<file path="src/shared/timer_pkg.sv">
// package: register map, field positions and carrier types of the timer
package timer_pkg;
	// register byte addresses on the bus
	localparam logic [7:0] ctrl_off = 8'h00;
	localparam logic [7:0] count_low_off = 8'h04;
	localparam logic [7:0] count_high_off = 8'h08;
	localparam logic [7:0] irq_status_off = 8'h0C;
	localparam logic [7:0] irq_mask_off = 8'h10;
	localparam logic [7:0] port_off = 8'h14;
	// control field positions
	localparam int run_bit = 0;
	localparam int src_bit = 1;
	localparam int sync_bit = 2;
	localparam int osc_bit = 3;
	localparam int ps_lo_bit = 4;
	localparam int wide_bit = 7;
	// reset values, control write mask and count maximum
	localparam logic [7:0] ctrl_reset = 8'h00;
	localparam logic [7:0] ctrl_wmask = 8'hBF;
	localparam logic [15:0] count_reset = 16'h0000;
	localparam logic [15:0] count_max = 16'hFFFF;
	localparam logic [7:0] ps_reset = 8'h00;
	localparam logic [1:0] port_dir_reset = 2'h3;

	typedef struct packed {
		logic wide_access_enable;
		logic unused6;
		logic [1:0] prescale_select;
		logic crystal_osc_enable;
		logic ext_sync_select;
		logic clock_source_select;
		logic count_run_enable;
	} timer_one_control_t;

	typedef struct packed {
		logic wr_low;
		logic wr_high;
		logic rd_low;
		logic [7:0] data;
	} count_access_t;
endpackage

</file>
<file path="src/rtl/edge_sync.sv">
// two-stage synchroniser with rising edge detection
`timescale 1ns/1ns
module edge_sync (
	// clock and reset
	input wire logic hclk,
	input wire logic hresetn,
	// asynchronous level in
	input wire logic async_in,
	// synchronised level and its rising edge
	output logic level,
	output logic rise
);
	logic meta_reg;
	logic sync_reg;
	logic last_reg;

	// first stage read only by the second
	always_ff @(posedge hclk or negedge hresetn) begin
		if (!hresetn) begin
			meta_reg <= 1'b0;
			sync_reg <= 1'b0;
			last_reg <= 1'b0;
		end else begin
			meta_reg <= async_in;
			sync_reg <= meta_reg;
			last_reg <= sync_reg;
		end
	end

	assign level = sync_reg;
	assign rise = sync_reg & ~last_reg;
endmodule // edge_sync

</file>
<file path="src/rtl/prescaler.sv">
// prescaler: passes one tick in 1, 2, 4 or 8
`timescale 1ns/1ns
module prescaler (
	// clock and reset
	input wire logic hclk,
	input wire logic hresetn,
	// control
	input wire logic clear,
	input wire logic [1:0] select,
	input wire logic tick_in,
	// divided tick
	output logic tick_out
);
	logic [2:0] div_reg;
	logic [2:0] limit;

	// ratio decode
	always_comb begin
		case (select)
			2'h0: limit = 3'h0;
			2'h1: limit = 3'h1;
			2'h2: limit = 3'h3;
			default: limit = 3'h7;
		endcase
	end

	// prescaler clear
	always_ff @(posedge hclk or negedge hresetn) begin
		if (!hresetn) begin
			div_reg <= 3'h0;
		end else if (clear) begin
			div_reg <= 3'h0;
		end else if (tick_in) begin
			div_reg <= (div_reg >= limit) ? 3'h0 : div_reg + 3'h1;
		end
	end

	assign tick_out = tick_in & ~clear & (div_reg >= limit);
endmodule // prescaler

</file>
<file path="src/rtl/timer_one.sv">
// sixteen-bit timer/counter with AHB-Lite register slave
//
// Overview of operation
// sixteen-bit count held as two byte registers, both readable and writable.
// wrap from FFFF to 0000 signals an overflow event.
// special event trigger from capture/compare unit clears the count.
// count only while run bit 0 is set, else hold.
// modes: internal timer, synchronous counter, asynchronous counter.
// control bit 1 selects the operating mode.
// source select 0 counts once per instruction cycle.
// source select 1 counts rising edges of pin or oscillator.
// control bit 3 starts and stops the crystal oscillator.
// oscillator on forces pins to inputs, ignores direction, reads zero.
// oscillator keeps running while the processor sleeps.
// software waits a start-up delay after enabling the oscillator.
// counter has an internal reset input from the capture/compare unit.
// wide mode: low read latches high byte, low write loads it.
// low byte write clears prescaler; high buffer write does not.
// overflow sets flag bit 0; trigger reset does not.
// software write to the count wins over a coincident trigger.
// prescale bits 5:4 give 1:1, 1:2, 1:4, 1:8.
// sync bit 0 synchronises external clock, 1 leaves it free; the code ignores bit 2 and synchronises both settings.
//
// The AHB-Lite register port and the register addresses are this design's own decisions.
`timescale 1ns/1ns
module timer_one (
	// bus clock and reset
	input wire logic hclk,
	input wire logic hresetn,
	// AHB-Lite slave
	input wire logic hsel,
	input wire logic [7:0] haddr,
	input wire logic [1:0] htrans,
	input wire logic hwrite,
	input wire logic [2:0] hsize,
	input wire logic hready,
	input wire logic [31:0] hwdata,
	output logic [31:0] hrdata,
	output logic hreadyout,
	output logic hresp,
	// capture/compare trigger, same clock
	input wire logic special_trigger,
	// processor sleep, same clock
	input wire logic sleep_mode,
	// count clock pins
	input wire logic ext_count_clock_pin,
	input wire logic crystal_in_pin,
	output logic crystal_out_pin,
	output logic crystal_drive_en,
	// port pin direction seen by the port logic
	output logic [1:0] port_dir_effective,
	// interrupt
	output logic irq
);
	timer_pkg::timer_one_control_t ctrl_reg;
	logic [15:0] count_reg;
	logic [7:0] high_buf_reg;
	logic [1:0] port_dir_reg;
	logic status_reg;
	logic mask_reg;
	logic [31:0] rdata_reg;
	logic irq_reg;
	logic osc_out_reg;
	logic drive_reg;
	logic [1:0] dir_out_reg;
	// data phase capture
	logic dp_valid_reg;
	logic dp_write_reg;
	logic [7:0] dp_addr_reg;
	logic ap_take;
	timer_pkg::count_access_t acc;
	logic ext_level;
	logic ext_rise;
	logic pin_level;
	logic src_tick;
	logic ps_tick;
	logic count_tick;
	logic overflow;
	logic xtal_level;
	logic xtal_rise;
	logic sel_rise;

	assign ap_take = hsel & hready & htrans[1];

	// each pin has its own synchroniser, so a source switch makes no edge
	edge_sync i_edge_sync (
		.hclk(hclk),
		.hresetn(hresetn),
		.async_in(ext_count_clock_pin),
		.level(ext_level),
		.rise(ext_rise)
	);

	edge_sync i_edge_sync_xtal (
		.hclk(hclk),
		.hresetn(hresetn),
		.async_in(crystal_in_pin),
		.level(xtal_level),
		.rise(xtal_rise)
	);

	// oscillator pin is the count input when enabled
	assign sel_rise = ctrl_reg.crystal_osc_enable ? xtal_rise : ext_rise;
	// both settings sample through the synchroniser
	assign pin_level = ctrl_reg.crystal_osc_enable ? xtal_level : ext_level;

	// mode selects tick source
	always_comb begin
		// internal clock ticks
		if (!ctrl_reg.clock_source_select) begin
			src_tick = 1'b1;
		// external rising edges
		end else begin
			src_tick = sel_rise & pin_level;
		end
	end

	prescaler i_prescaler (
		.hclk(hclk),
		.hresetn(hresetn),
		.clear(acc.wr_low),
		.select(ctrl_reg.prescale_select),
		.tick_in(src_tick & ctrl_reg.count_run_enable),
		.tick_out(ps_tick)
	);

	// run bit gates counting
	assign count_tick = ps_tick & ctrl_reg.count_run_enable;
	// wrap detection
	// a write or trigger in the same cycle replaces the wrap
	assign overflow = count_tick & (count_reg == timer_pkg::count_max)
		& ~acc.wr_low & ~acc.wr_high & ~special_trigger;

	// bus address phase capture, zero wait states
	always_ff @(posedge hclk or negedge hresetn) begin
		if (!hresetn) begin
			dp_valid_reg <= 1'b0;
			dp_write_reg <= 1'b0;
			dp_addr_reg <= 8'h00;
		end else if (hready) begin
			dp_valid_reg <= ap_take;
			dp_write_reg <= hwrite;
			dp_addr_reg <= haddr;
		end
	end

	always_comb begin
		acc.wr_low = dp_valid_reg & dp_write_reg
			& (dp_addr_reg == timer_pkg::count_low_off);
		acc.wr_high = dp_valid_reg & dp_write_reg
			& (dp_addr_reg == timer_pkg::count_high_off);
		acc.rd_low = ap_take & ~hwrite
			& (haddr == timer_pkg::count_low_off);
		acc.data = hwdata[7:0];
	end

	// control register, R9 oscillator enable inside
	always_ff @(posedge hclk or negedge hresetn) begin
		if (!hresetn) begin
			ctrl_reg <= timer_pkg::ctrl_reset;
		end else if (dp_valid_reg & dp_write_reg
			& (dp_addr_reg == timer_pkg::ctrl_off)) begin
			ctrl_reg <= hwdata[7:0] & timer_pkg::ctrl_wmask;
		end
	end

	// count register with R13 internal reset
	always_ff @(posedge hclk or negedge hresetn) begin
		if (!hresetn) begin
			count_reg <= timer_pkg::count_reset;
		// write beats trigger
		end else if (acc.wr_low | acc.wr_high) begin
			if (acc.wr_low) begin
				count_reg[7:0] <= acc.data;
			end
			// wide write loads high from buffer
			if (acc.wr_low & ctrl_reg.wide_access_enable) begin
				count_reg[15:8] <= high_buf_reg;
			end else if (acc.wr_high & ~ctrl_reg.wide_access_enable) begin
				count_reg[15:8] <= acc.data;
			end
		// trigger clears count
		end else if (special_trigger) begin
			count_reg <= timer_pkg::count_reset;
		end else if (count_tick) begin
			count_reg <= count_reg + 16'h0001;
		end
	end

	// high byte buffer latched on low read
	always_ff @(posedge hclk or negedge hresetn) begin
		if (!hresetn) begin
			high_buf_reg <= 8'h00;
		end else if (acc.wr_high) begin
			high_buf_reg <= acc.data;
		end else if (acc.rd_low & ctrl_reg.wide_access_enable) begin
			high_buf_reg <= count_reg[15:8];
		end
	end

	// overflow flag, set wins over write-one clear
	always_ff @(posedge hclk or negedge hresetn) begin
		if (!hresetn) begin
			status_reg <= 1'b0;
			mask_reg <= 1'b0;
			port_dir_reg <= timer_pkg::port_dir_reset;
		end else begin
			if (overflow) begin
				status_reg <= 1'b1;
			end else if (dp_valid_reg & dp_write_reg & hwdata[0]
				& (dp_addr_reg == timer_pkg::irq_status_off)) begin
				status_reg <= 1'b0;
			end
			if (dp_valid_reg & dp_write_reg
				& (dp_addr_reg == timer_pkg::irq_mask_off)) begin
				mask_reg <= hwdata[0];
			end
			if (dp_valid_reg & dp_write_reg
				& (dp_addr_reg == timer_pkg::port_off)) begin
				port_dir_reg <= hwdata[1:0];
			end
		end
	end

	// read data prepared in the address phase, so it stands registered
	always_ff @(posedge hclk or negedge hresetn) begin
		if (!hresetn) begin
			rdata_reg <= 32'h00000000;
		end else if (ap_take & ~hwrite) begin
			case (haddr)
				timer_pkg::ctrl_off: rdata_reg <= {24'h000000, ctrl_reg};
				timer_pkg::count_low_off:
					rdata_reg <= {24'h000000, count_reg[7:0]};
				timer_pkg::count_high_off:
					rdata_reg <= {24'h000000, ctrl_reg.wide_access_enable
						? high_buf_reg : count_reg[15:8]};
				timer_pkg::irq_status_off:
					rdata_reg <= {31'h00000000, status_reg};
				timer_pkg::irq_mask_off:
					rdata_reg <= {31'h00000000, mask_reg};
				// pins read as zero while oscillator runs
				timer_pkg::port_off:
					rdata_reg <= {28'h0000000,
						ctrl_reg.crystal_osc_enable ? 2'h0
						: {ext_level, xtal_level},
						port_dir_reg};
				default: rdata_reg <= 32'h00000000;
			endcase
		end
	end

	// pin and interrupt outputs, all registered
	always_ff @(posedge hclk or negedge hresetn) begin
		if (!hresetn) begin
			irq_reg <= 1'b0;
			osc_out_reg <= 1'b0;
			drive_reg <= 1'b0;
			dir_out_reg <= timer_pkg::port_dir_reset;
		end else begin
			irq_reg <= status_reg & mask_reg;
			// amplifier runs only when enabled
			// sleep does not gate the oscillator
			osc_out_reg <= ctrl_reg.crystal_osc_enable & ~xtal_level;
			drive_reg <= ctrl_reg.crystal_osc_enable;
			// direction forced to input
			dir_out_reg <= ctrl_reg.crystal_osc_enable ? 2'h3
				: port_dir_reg;
		end
	end

	assign hrdata = rdata_reg;
	assign hreadyout = 1'b1;
	assign hresp = 1'b0;
	assign irq = irq_reg;
	assign crystal_out_pin = osc_out_reg;
	assign crystal_drive_en = drive_reg;
	assign port_dir_effective = dir_out_reg;
endmodule // timer_one

</file>
<file path="config.mk">
export PLATFORM = sky130hd
export DESIGN_NAME = timer_one
export DESIGN_NICKNAME = d
export VERILOG_FILES = /design/src/shared/timer_pkg.sv /design/src/rtl/edge_sync.sv /design/src/rtl/prescaler.sv /design/src/rtl/timer_one.sv
export SDC_FILE = /design/constraint.sdc
export NUM_CORES = 1
export LEC_CHECK = 0
export ABC_AREA = 1
export BUFFER_PORTS_ARGS = -buffer_cell sky130_fd_sc_hd__buf_2
export CAP_MARGIN = 20
export CORE_ASPECT_RATIO = 0.7
export CORE_MARGIN = 2
export CORE_UTILIZATION = 50
export CTS_CLUSTER_SIZE = 25
export DETAILED_ROUTE_END_ITERATION = 10
export GPL_TIMING_DRIVEN = 1
export PLACE_DENSITY_LB_ADDON = 0.25
export SLEW_MARGIN = 30
export SYNTH_ARGS = -nofsm -noshare
export SYNTH_HDL_FRONTEND = slang
export SYNTH_SLANG_ARGS = --single-unit
export TNS_END_PERCENT = 100
</file>
<file path="constraint.sdc">
create_clock -name hclk -period 2.1 [get_ports hclk]
set_input_delay 0.21 -clock hclk [delete_from_list [all_inputs] [get_ports hclk]]
set_output_delay 0.21 -clock hclk [all_outputs]
set_load 0.005 [all_outputs]
</file>
==> key figures <==
Run status
  • Outcome: finished, violations left
  • Failing checks: design-rule violations

Critical path
  • WS Path Type: reg -> reg
  • CP max FO: 5
  • Reg-to-reg endpoint: count_reg[6]
  • Critical Path, Cell by Cell: or2_2, ha_1, nand3_1, nand3_1, nand4_4, nand2_4, nand2_4, buf_4, nand3_1, nand2_1
  • Worst endpoint required time: between 2 and 2.5 ns
  • Critical path endpoint category: flip-flop
  • CP startpoint: ctrl_reg[5]
  • WP data arrival: ~2.2 ns
  • Worst R2R Start: ctrl_reg[5]
  • CP Launch Type: flip-flop
  • Most common cell on crit path: nand3_1
  • Slowest cell delay on critical path: 0.42 ns
  • FF-to-FF setup slack: 0.11 ns
  • Worst r2r path cells: 10
  • CP endpoint: count_reg[6]
  • CP max stage cell: dfrtp_1

Clocking
  • Clock latency on the worst-skew pair: 0.34 ns
  • # clock sinks: 67
  • CTS max path bufs: 2
  • CTS tree: yes
  • Cts bufs inserted: 9
  • H-tree level count: 3
  • Clock Pin Slew Worst Setup and Hold Paths: about 0.06 ns
  • CTS root buffer: clkbuf_16

Timing
  • Slew Viols, Final: 0
  • Period utilisation layout: 94.9%
  • Crit path time final: ~2.0 ns
  • Number of setup violations in the final report: 0
  • Slew HR: between 60% and 70%
  • Setup TNS Final: 0 ns
  • Fmax: ~500 MHz
  • Setup Skew: 0.00648 ns
  • Final Hold Viols: 0
  • Worst Tran Pin Value: around 0.53 ns
  • RSZ-0062 raised after global routing: no

Logic synthesis
  • EDFF count, synth: 0
  • Syn Inst Count: 562
  • Synthesized area per cell: 7.41 µm²
  • YS warnings: 0
  • Post-synthesis sequential area ratio: roughly 40%
  • Async S/R FF share, synth: 100%
  • Cell variety after synth: 40
  • Mapped Area: roughly 4200 µm²
  • Main synth FF type: dfrtp_1
  • #FFs+latches synth: 67

Global route
  • Initial antenna violation count: 0
  • GRT Overall Usage: a little over a quarter
  • Number of global-route vias before repair: 3543
  • First-pass GRT wire length: 18200 µm
  • Largest net degree at the start of global routing: 25
  • Overflow left after global routing: 0

Power and ir drop
  • Psw: between 1 and 1.5 mW
  • Sequential Power Share: between 40% and 50%
  • Cell Pwr Density: between 700 and 800 nW/µm²
  • Total power draw: roughly 3.6 mW
  • Worst VDD drop: roughly 0.39 mV
  • Internal Power: between 2 and 3 mW
  • Leakage: 2.47 nW
  • Clock Power Share: 42.9%
  • Comb pwr share: ~15%
  • Sw frac: 29.4%

Cells and area
  • Final Core Density: approximately three fifths
  • Antenna cell count: 0
  • Max reg flops: 16
  • P&R area growth vs syn: 13.8%
  • Commonest non-fill, non-tap cell in the layout: nand2_1
  • Layout cells sized above 1: roughly a fifth
  • Most frequent cells in the layout: 193 x nand2_1, 63 x dfrtp_1, 53 x inv_1, 39 x nand3_1
  • Nets: between 600 and 700

Routing
  • Via count: just under 4k
  • Initial drt markers: around 340
  • Detail Route Antenna Nets: 0
  • Drt pass-1 iters: 8
  • DRC: 4
  • WL/cell: about 16 µm
  • Routed wire length: between 10000 and 15000 µm
  • Via/cell ratio: ~5.4

Floorplanning
  • Top-Level Pins: just over 90
  • Chip height: ~80 µm
  • Row Count: 27
  • Die Wd: roughly 110 µm
  • Starting density of the core: ~52%
  • Die outline area: 9090 µm²
  • Core area: 7970 µm²

Run
  • Max_cap viols: 0

Placement
  • Post-DP HPWL: about 8200 µm
  • Port buffer count: 37
  • Gpl congestion: 0.934

Worst hold path
  • Worst Hold Class: in -> reg
[worst max-delay path, delay by kind of cell, from the launching register on]
kind / cells / cell delay, ns
adders and majority gates: 1 / 0.27
and+or+nand+nor: 8 / 1.02
buffers and inverters: 1 / 0.16
DFF: 1 / 0.42
[through the flow]
step / hold slack, ns / setup WS (ns) / std cells / area [µm²]
4_1_cts: 0.101 / 0.0524 / 716 / 4700
3_5_place_dp: 0.225 / 0.0670 / 697 / 4370
2_1_floorplan: -0.0856 / 0.337 / 586 / 4250
6_report: 0.105 / 0.107 / 718 / 4740
5_1_grt: 0.122 / 0.00337 / 718 / 4740
3_3_place_gp: 0.216 / 0.117 / 697 / 4370
[cell type report]
type,count,area (µm²)
Fill cell,734,3230
Multi-Input combinational cell,423,2100
Sequential cell,67,1680
Timing Repair Buffer,52,305
Clock buffer,9,225
Inverter,59,224
Tap cell,101,126
Clock inverter,7,77.6
[how the worst min path moves through the flow]
stage | from | end | cells past startpoint
global placement | hresetn | i_edge_sync.last_reg | 1
finish | haddr[7] | dp_addr_reg[7] | 3
CTS | haddr[7] | dp_addr_reg[7] | 3
detailed placement | hresetn | i_edge_sync_xtal.level | 1
floorplan | hresetn | count_reg[0] | 0
global route | haddr[1] | dp_addr_reg[1] | 3
[layer usage]
layer	GRT usage (%)	vias to the layer above	part of all wire, %
met5	0	-	0
met4	7.56	0	1.0
met3	6.34	12	7.7
met2	39.9	159	44
met1	37.3	1858	47
li1	-	1844	-
[power by group through the flow]
stage / combinational (mW) / sequential [mW] / clock (mW)
global placement: 0.494 / 1.50 / 0
detailed placement: 0.514 / 1.50 / 0
finish: 0.544 / 1.49 / 1.52
global route: 0.623 / 1.50 / 1.60
floorplan: 0.382 / 1.48 / 0
CTS: 0.521 / 1.48 / 1.56
[cells by family (layout without fill, tap and decap cells)]
group / Yosys count / in the layout / share of synthesized area, %
mux: 2 / 2 / 0.541
compound gates: 75 / 75 / 10.5
flops: 67 / 67 / 40.4
xor+xnor: 8 / 8 / 1.68
other cells: 2 / 26 / 0.180
fa+ha+maj: 5 / 5 / 1.50
buf+inv: 97 / 127 / 12.1
simple gates: 306 / 307 / 33.1
[repair_timing]
item,CTS,global route
hold endpoints to repair,20,0
setup buffers,0,1
hold buffers,3,0
resized for setup,0,5
setup endpoints to repair,0,16
[synthesized netlist by cell type (5+ instances only)]
cell | n | area (µm²)
nand2_1 | 194 | 728
dfrtp_1 | 63 | 1580
inv_1 | 53 | 199
nand3_1 | 39 | 195
o21ai_0 | 37 | 185
nor2_1 | 33 | 124
buf_4 | 28 | 210
o21ai_1 | 12 | 60.1
a21oi_1 | 9 | 45.0
nand4_1 | 9 | 56.3
o21ai_2 | 8 | 70.1
nand2_2 | 7 | 43.8
xor2_1 | 6 | 52.6
ha_1 | 5 | 62.6
inv_2 | 5 | 18.8
nor2_2 | 5 | 31.3
(Power assumes the default switching activity.)
